**config.mk**
```make
export PLATFORM = sky130hd
export DESIGN_NAME = wdtc_top
export DESIGN_NICKNAME = d
export VERILOG_FILES = /design/src/inc/wdtc_pkg.sv /design/src/rtl/wdtc_counter.sv /design/src/rtl/wdtc_top.sv
export SDC_FILE = /design/constraint.sdc
export NUM_CORES = 1
export LEC_CHECK = 0
export ABC_AREA = 1
export BUFFER_PORTS_ARGS = -buffer_cell sky130_fd_sc_hd__buf_2
export CAP_MARGIN = 15
export CORE_MARGIN = 3
export CORE_UTILIZATION = 30
export CTS_CLUSTER_DIAMETER = 80
export DETAILED_ROUTE_END_ITERATION = 6
export HOLD_SLACK_MARGIN = 0.03
export PLACE_DENSITY = 0.49
export SYNTH_ARGS = -nofsm -noshare
export SYNTH_HDL_FRONTEND = slang
export SYNTH_SLANG_ARGS = --single-unit
export TNS_END_PERCENT = 50
```
**constraint.sdc**
```tcl
create_clock -name mclk_in -period 7.5 [get_ports mclk_in]
set_input_delay 0.75 -clock mclk_in [delete_from_list [all_inputs] [get_ports mclk_in]]
set_output_delay 0.75 -clock mclk_in [all_outputs]
set_load 0.05 [all_outputs]
```
**src/inc/wdtc_pkg.sv**
```systemverilog
package wdtc_pkg;

  // Register port geometry
  localparam int ADDR_W = 4;
  localparam int DATA_W = 8;

  // Register offsets
  localparam logic [ADDR_W-1:0] CTRL_OFFSET = 4'h0;
  localparam logic [ADDR_W-1:0] CAUSE_OFFSET = 4'h1;

  // Field positions
  localparam int IRQ_FLAG_BIT = 7;
  localparam int IRQ_EN_BIT = 6;
  localparam int SEL_HI_BIT = 5;
  localparam int CHG_EN_BIT = 4;
  localparam int RST_EN_BIT = 3;
  localparam int SEL_LO_MSB = 2;
  localparam int WATCHDOG_RESET_FLAG_BIT = 3;

  // Reset values
  localparam logic [DATA_W-1:0] CTRL_RESET = 8'h00;
  localparam logic WATCHDOG_RESET_FLAG_RESET = 1'b0;

  // Fuse level that means programmed
  localparam logic FUSE_PROGRAMMED = 1'b0;

  // Change-enable window, in system clock cycles
  localparam int CHG_WINDOW_CYC = 4;
  localparam int CHG_CNT_W = 3;
  localparam logic [CHG_CNT_W-1:0] CHG_LAST =
    CHG_CNT_W'(CHG_WINDOW_CYC - 1);

  // Time-out table: base count shifted left by the select value
  localparam int CNT_W = 21;
  localparam logic [CNT_W-1:0] BASE_TIMEOUT_CYC = 21'h000800;
  localparam logic [3:0] MAX_SEL = 4'h9;

  typedef struct packed {
    logic irq_flag;
    logic irq_en;
    logic sel_hi;
    logic chg_en;
    logic rst_en;
    logic [2:0] sel_lo;
  } wdtc_ctrl_t;

  typedef enum logic [1:0] {
    MODE_STOPPED = 2'b00,
    MODE_IRQ = 2'b01,
    MODE_RESET = 2'b10,
    MODE_IRQ_RESET = 2'b11
  } wdtc_mode_t;

  // Reserved select codes are clamped to the longest period
  function automatic logic [CNT_W-1:0] timeout_limit(input logic [3:0] sel);
    logic [3:0] s;
    s = (sel > MAX_SEL) ? MAX_SEL : sel;
    return BASE_TIMEOUT_CYC << s;
  endfunction

  function automatic wdtc_mode_t mode_decode(input logic fuse,
                                             input logic rst_en,
                                             input logic irq_en);
    if (fuse == FUSE_PROGRAMMED) begin
      return MODE_RESET;
    end
    return wdtc_mode_t'({rst_en, irq_en});
  endfunction

endpackage

```
**src/rtl/wdtc_counter.sv**
```systemverilog
`timescale 1ns/1ps
`default_nettype none
module wdtc_counter import wdtc_pkg::*; (
  input wire logic mclk_in,
  input wire logic resetn_in,
  input wire logic run_in,
  input wire logic restart_in,
  input wire logic tick_in,
  input wire logic [3:0] sel_in,
  output logic expired_out
);

  logic [CNT_W-1:0] cnt_q;
  logic [CNT_W-1:0] cnt_d;
  logic [CNT_W-1:0] limit;
  logic [CNT_W-1:0] cnt_inc;

  always_comb begin
    limit = timeout_limit(sel_in);
    cnt_inc = cnt_q + 21'h000001;
    // Greater-or-equal, so a shorter select fires on the next tick
    expired_out = run_in && tick_in && !restart_in && (cnt_inc >= limit);
    cnt_d = cnt_q;
    if (!run_in || restart_in) begin
      cnt_d = '0;
    end else if (expired_out) begin
      cnt_d = '0;
    end else if (tick_in) begin
      cnt_d = cnt_inc;
    end
  end

  always_ff @(posedge mclk_in) begin
    if (!resetn_in) begin
      cnt_q <= '0;
    end else begin
      cnt_q <= cnt_d;
    end
  end

endmodule
`default_nettype wire

```
**src/rtl/wdtc_top.sv**
```systemverilog
// What this block does
// - Time-out in interrupt mode sets flag
// - Vector or written one clears flag
// - Interrupt needs flag, global and local enable
// - Combined mode vector clears enable and flag
// - In combined mode, unserviced flag at next time-out resets system
// - Enable pair selects stopped, irq, reset, both
// - Programmed fuse forces reset mode always
// - Change-enable self-clears after four clocks
// - Reset flag forces and locks reset enable
// - Select bits at 5 and 2..0
// - Period is 2048 shifted by select
// - Counter advances on oscillator ticks only
// - Restart instruction clears the counter
// - Watchdog reset sets flag; zero write clears
`timescale 1ns/1ps
`default_nettype none
module wdtc_top import wdtc_pkg::*; (
  input wire logic mclk_in,
  input wire logic resetn_in,
  input wire logic [ADDR_W-1:0] addr_in,
  input wire logic [DATA_W-1:0] wdata_in,
  input wire logic wr_in,
  input wire logic rd_in,
  input wire logic osc_tick_in,
  input wire logic restart_in,
  input wire logic vector_taken_in,
  input wire logic global_irq_enable_in,
  input wire logic always_on_fuse_in,
  output logic [DATA_W-1:0] rdata_out,
  output logic irq_out,
  output logic sys_reset_out,
  output logic running_out
);

  wdtc_ctrl_t ctrl_q;
  wdtc_ctrl_t ctrl_d;
  wdtc_ctrl_t wr_val;
  logic [CHG_CNT_W-1:0] chg_cnt_q;
  logic [CHG_CNT_W-1:0] chg_cnt_d;
  logic watchdog_reset_flag_q;
  logic watchdog_reset_flag_d;
  logic sys_reset_q;
  logic sys_reset_d;
  logic [DATA_W-1:0] rdata_q;
  logic [DATA_W-1:0] rdata_d;
  logic running_q;

  logic rst_en_eff;
  logic irq_en_eff;
  wdtc_mode_t mode;
  logic run;
  logic expired;
  logic wdog_reset;
  logic ctrl_wr;
  logic cause_wr;
  logic flag_set;
  logic [3:0] sel;

  // Effective view of the control bits, as software reads them
  always_comb begin
    // Reset flag overrides reset enable; the fuse forces it too
    rst_en_eff = ctrl_q.rst_en || watchdog_reset_flag_q ||
                 (always_on_fuse_in == FUSE_PROGRAMMED);
    irq_en_eff = ctrl_q.irq_en &&
                 (always_on_fuse_in != FUSE_PROGRAMMED);
    mode = mode_decode(always_on_fuse_in, rst_en_eff,
                       irq_en_eff);
    run = (mode != MODE_STOPPED);
    sel = {ctrl_q.sel_hi, ctrl_q.sel_lo};
  end

  wdtc_counter u_counter (
    .mclk_in(mclk_in),
    .resetn_in(resetn_in),
    .run_in(run),
    .restart_in(restart_in || sys_reset_q),
    .tick_in(osc_tick_in),
    .sel_in(sel),
    .expired_out(expired)
  );

  // Decide what a time-out does in the current mode
  always_comb begin
    flag_set = 1'b0;
    wdog_reset = 1'b0;
    if (expired) begin
      unique case (mode)
        MODE_STOPPED: begin
          flag_set = 1'b0;
        end
        MODE_IRQ: begin
          flag_set = 1'b1;
        end
        MODE_RESET: begin
          wdog_reset = 1'b1;
        end
        MODE_IRQ_RESET: begin
          // A vector in this very cycle counts as serviced
          if (ctrl_q.irq_flag && !vector_taken_in) begin
            wdog_reset = 1'b1;
          end else begin
            flag_set = 1'b1;
          end
        end
      endcase
    end
  end

  // Control register next state
  always_comb begin
    ctrl_wr = wr_in && (addr_in == CTRL_OFFSET);
    wr_val = wdtc_ctrl_t'(wdata_in);
    ctrl_d = ctrl_q;
    chg_cnt_d = chg_cnt_q;

    if (ctrl_q.chg_en) begin
      if (chg_cnt_q == '0) begin
        ctrl_d.chg_en = 1'b0;
      end else begin
        chg_cnt_d = chg_cnt_q - 3'h1;
      end
    end

    if (ctrl_wr) begin
      ctrl_d.irq_en = wr_val.irq_en;
      if (wr_val.irq_flag) begin
        ctrl_d.irq_flag = 1'b0;
      end
      if (wr_val.chg_en && wr_val.rst_en) begin
        // Opens the timed window; select bits stay as they are
        ctrl_d.chg_en = 1'b1;
        ctrl_d.rst_en = 1'b1;
        chg_cnt_d = CHG_LAST;
      end else if (ctrl_q.chg_en && !wr_val.chg_en) begin
        // Second write of the sequence applies all settings at once
        ctrl_d.rst_en = wr_val.rst_en || watchdog_reset_flag_q;
        ctrl_d.sel_hi = wr_val.sel_hi;
        ctrl_d.sel_lo = wr_val.sel_lo;
        ctrl_d.chg_en = 1'b0;
        chg_cnt_d = '0;
      end else begin
        // Outside the window the reset enable can only be set
        ctrl_d.rst_en = ctrl_q.rst_en || wr_val.rst_en;
      end
    end

    if (vector_taken_in) begin
      ctrl_d.irq_flag = 1'b0;
      if (rst_en_eff) begin
        ctrl_d.irq_en = 1'b0;
      end
    end

    // Set wins over any clear in the same cycle
    if (flag_set) begin
      ctrl_d.irq_flag = 1'b1;
    end

    // A watchdog reset returns the control register to its reset value
    if (wdog_reset) begin
      ctrl_d = wdtc_ctrl_t'(CTRL_RESET);
      chg_cnt_d = '0;
    end
  end

  // Reset cause flag and reset pulse
  always_comb begin
    cause_wr = wr_in && (addr_in == CAUSE_OFFSET);
    watchdog_reset_flag_d = watchdog_reset_flag_q;
    if (cause_wr && !wdata_in[WATCHDOG_RESET_FLAG_BIT]) begin
      watchdog_reset_flag_d = 1'b0;
    end
    if (wdog_reset) begin
      watchdog_reset_flag_d = 1'b1;
    end
    sys_reset_d = wdog_reset;
  end

  // Read port: data stand only in the cycle after the strobe
  always_comb begin
    rdata_d = '0;
    if (rd_in) begin
      if (addr_in == CTRL_OFFSET) begin
        rdata_d[IRQ_FLAG_BIT] = ctrl_q.irq_flag;
        rdata_d[IRQ_EN_BIT] = irq_en_eff;
        rdata_d[SEL_HI_BIT] = ctrl_q.sel_hi;
        rdata_d[CHG_EN_BIT] = ctrl_q.chg_en;
        rdata_d[RST_EN_BIT] = rst_en_eff;
        rdata_d[SEL_LO_MSB:0] = ctrl_q.sel_lo;
      end else if (addr_in == CAUSE_OFFSET) begin
        rdata_d[WATCHDOG_RESET_FLAG_BIT] = watchdog_reset_flag_q;
      end
    end
  end

  always_ff @(posedge mclk_in) begin
    if (!resetn_in) begin
      ctrl_q <= wdtc_ctrl_t'(CTRL_RESET);
      chg_cnt_q <= '0;
      watchdog_reset_flag_q <= WATCHDOG_RESET_FLAG_RESET;
      sys_reset_q <= 1'b0;
      rdata_q <= '0;
      running_q <= 1'b0;
    end else begin
      ctrl_q <= ctrl_d;
      chg_cnt_q <= chg_cnt_d;
      watchdog_reset_flag_q <= watchdog_reset_flag_d;
      sys_reset_q <= sys_reset_d;
      rdata_q <= rdata_d;
      running_q <= run;
    end
  end

  // Global enable comes straight from the core, so the request is live
  assign irq_out = ctrl_q.irq_flag && irq_en_eff &&
                   global_irq_enable_in;
  assign sys_reset_out = sys_reset_q;
  assign rdata_out = rdata_q;
  assign running_out = running_q;

endmodule
`default_nettype wire

```
==> flow_summary.yaml <==
hold_path:
  hp-class: "reg2reg"
  holdPathEnd: "rdata_out[7]"
  min_from: "ctrl_q[7]"
  hold_depth: 2
layout:
  fillers: 849
  fin_nets: 442
  insertedDiodeCount: 0
  syn_to_final_growth_pct: 13.24
  drive_gt1_share_pct: 14.95
  final_cell_area_um2: 2878
drt:
  routed_wl_um: 5576
  vias: 2282
  met1Wirelength_um: 2854
  ant_nets: 0
  met2WireLength_um: 2451
  highest_layer: "met4"
  drc: 0
  drt-initial-drc-count: 95
  first_pass_iters: 4
  wire_per_inst_um: 10.93
  vias_per_cell: 4.475
  wl_met3_um: 202
yosys:
  synthTopCellsByArea: "dfxtp_1 (34%), nand2_1 (14%), nor2_1 (7.5%), inv_1 (7.2%), ha_1 (6.9%)"
  synth_common_cells: "nand2_1 (98), nor2_1 (51), inv_1 (49), dfxtp_1 (43), a21oi_1 (25)"
  synth_most_common_cell: "nand2_1"
  syn_area_um2: 2541
  avgSynthCellArea_um2: 6.741
  ys_types: 34
  yosysTopAreaCellShare_pct: 33.87
  ys_warn_count: 0
  synth_top_cell_by_area: "dfxtp_1"
  seq_area_frac_synth_pct: 33.87
  synth-seq-cells: 43
  synthArstFlopShare_pct: 0
  syn_inst: 377
  synth_edf_count: 0
  synth_ff_type: "dfxtp_1"
  synthesis.nets: 412
worst_setup_path:
  r2r_end: "u_counter.cnt_q[14]"
  r2r_start: "u_counter.cnt_q[0]"
  r2r_cells: 16
  r2r_slack_ns: 4.36
  worst-path-buf-inv: 0
  critPathTopFamily: "simple AND/OR/NAND/NOR gates"
  cp-start-kind: "flip-flop"
  crit_type: "reg2reg"
  critPathArrivalTime_ns: 3.36
  required_ns: 7.72
  max_stage_delay_ns: 0.44
  critPathMaxFanout: 21
  path_common_cell: "nand2_1"
  endpoint_kind: "flip-flop"
  worstPathCellList: "ha_1 > nand2_1 > nor2_1 > nand2_1 > nor2_4 > nand3_2 > nor3_1 > nor2_2 > ha_1 > a21oi_1 > o21bai_1 > a21oi_1 > nand2_1 > nand2_1 > nand2_1 > a21oi_1"
  critPathSlowestCell: "nand2_1"
pwr:
  ir_drop_mv: 0.07631
  powerDensity_nw_per_um2: 145.9
  power_leakage_nw: 1.259
grt:
  grt-ovfl-total: 0
  antenna_found_initial: 0
  track_usage_pct: 12.12
  grt_pass1_vias: 2169
  grt_pass1_wl_um: 9818
  grt_max_degree: 25
timing:
  slew_viol_final: 0
  finalWorstSetupSlack_ns: 4.356
  period_share_pct: 41.92
  setup_viol: 0
  min_period_ns: 3.144
  maxSlewHeadroom_pct: 47.44
  worstMarginPinSlew_ns: 0.7865
  hold_viol: 0
  fmax_mhz: 318.1
  finClkSkew_ns: 0.009013
  fin_hold_ws_ns: 0.4710
  timing.setup.tns_ns: 0
  rsz0062_at_grt: "no"
floorplanning:
  pin_count: 32
  rows: 32
  start_util_pct: 31.89
  core_area_um2: 7968
  dieWidth_um: 98.04
  die_area_um2: 9611
  die_y_um: 98.04
placed_design:
  portBuffers: 31
  dp_hpwl_um: 4205
  placed_area_um2: 2774
  gp_congestion: 0.8243
  dp_slack_ns: 4.338
clock_tree:
  cts.sinks: 43
  htree_levels: 2
  cts_setup_buffers: 0
  clk_path_buf_depth: 2
  clk_pin_slew_worst_paths_ns: 0.09
  holdBufCountCts: 0
  clock_latency_ns: 0.30
  post_cts_resized: 0
  cts_tree: "built"
  cts_root_buf: "clkbuf_8"
  cts_made_buffers: 5
flow_run:
  max-cap-violations: 0
run_status:
  status: "complete, no violations"
-- logic make-up (layout without fill, tap and decap cells) --
logic type | Yosys count | in the layout | synth area share, %
AO/OA/AOI/OAI | 48 | 48 | 10.19
XOR/XNOR | 9 | 9 | 3.693
adder cells (fa/ha/maj) | 14 | 14 | 6.893
buffers and inverters | 61 | 92 | 9.897
flip-flops | 43 | 43 | 33.88
AND/OR/NAND/NOR | 202 | 202 | 35.45
-- worst max path at each step --
stage                                  start                   to  slack (ns)  cells after the start
after floorplan           u_counter.cnt_q[0]         chg_cnt_q[0]        5.04                     17
after global placement    u_counter.cnt_q[0]   u_counter.cnt_q[9]        4.47                     16
after detailed placement  u_counter.cnt_q[0]  u_counter.cnt_q[14]        4.34                     16
after CTS                 u_counter.cnt_q[0]  u_counter.cnt_q[14]        4.33                     16
after global routing      u_counter.cnt_q[0]   u_counter.cnt_q[4]        3.93                     16
final                     u_counter.cnt_q[0]  u_counter.cnt_q[14]        4.36                     16
-- worst reg2reg max path: stages (launching register included) --
cell,delay (ns)
dfxtp_1,0.43
ha_1,0.20
nand2_1,0.08
nor2_1,0.10
nand2_1,0.13
nor2_4,0.16
nand3_2,0.11
nor3_1,0.20
nor2_2,0.08
ha_1,0.30
a21oi_1,0.15
o21bai_1,0.08
a21oi_1,0.12
nand2_1,0.10
nand2_1,0.07
nand2_1,0.44
a21oi_1,0.31
-- report_power, final --
group | internal (mW) | leakage (nW) | switching (mW) | total [mW]
Clock | 0.0839 | 0.0505 | 0.0843 | 0.168
Combinational | 0.00706 | 0.862 | 0.0142 | 0.0213
Sequential | 0.229 | 0.347 | 0.00102 | 0.230
Total | 0.320 | 1.26 | 0.0995 | 0.420
-- area by class of cell --
type / count / area, um^2 / area share, %
clock buffers: 7 / 96.34 / 3.348
repair buffers: 31 / 155.1 / 5.391
clock inverters: 1 / 7.507 / 0.2609
multi-input cells: 273 / 1429 / 49.65
well taps: 102 / 127.6 / 4.435
flip-flops and latches: 43 / 860.8 / 29.91
inverters: 53 / 201.4 / 7.000
-- placed cells by master, fill, tap and decap left out, types with 2 or more instances in the layout --
| master | count |
|---|---|
| buf_2 | 31 |
| inv_2 | 3 |
| clkbuf_8 | 7 |
| ha_1 | 14 |
| nand2_2 | 2 |
| a21oi_1 | 25 |
| inv_1 | 49 |
| xor2_1 | 6 |
| nand4_1 | 5 |
| nand2_1 | 98 |
| nor3_1 | 9 |
| a21oi_2 | 2 |
| dfxtp_1 | 43 |
| o21ai_0 | 17 |
| nor2_4 | 3 |
| nand3b_1 | 2 |
| xor2_2 | 2 |
| or2_2 | 3 |
| nand3_1 | 21 |
| nor2_2 | 2 |
| nand2_4 | 2 |
| nor2_1 | 51 |
-- state kept, by name, summed over array words and instances (netlist names) --
name / cells
u_counter.cnt_q: 21
rdata_out: 8
sys_reset_out: 1
chg_cnt_q: 3
ctrl_q: 8
running_out: 1
watchdog_reset_flag_q: 1
-- stage by stage --
step,util (%),power (mW),std cells
4_1_cts,36.12,0.4258,510
3_3_place_gp,34.81,0.2572,502
6_report,36.12,0.4198,510
5_1_grt,36.12,0.4377,510
3_5_place_dp,34.81,0.2570,502
2_1_floorplan,-,0.2489,377
-- metal layers --
metal	up-vias	track usage [%]
met1	996	16.60
met5	-	0
li1	1243	-
met3	6	2.429
met4	0	3.195
met2	37	19.48
No activity file was read; power rests on OpenSTA's default activity.
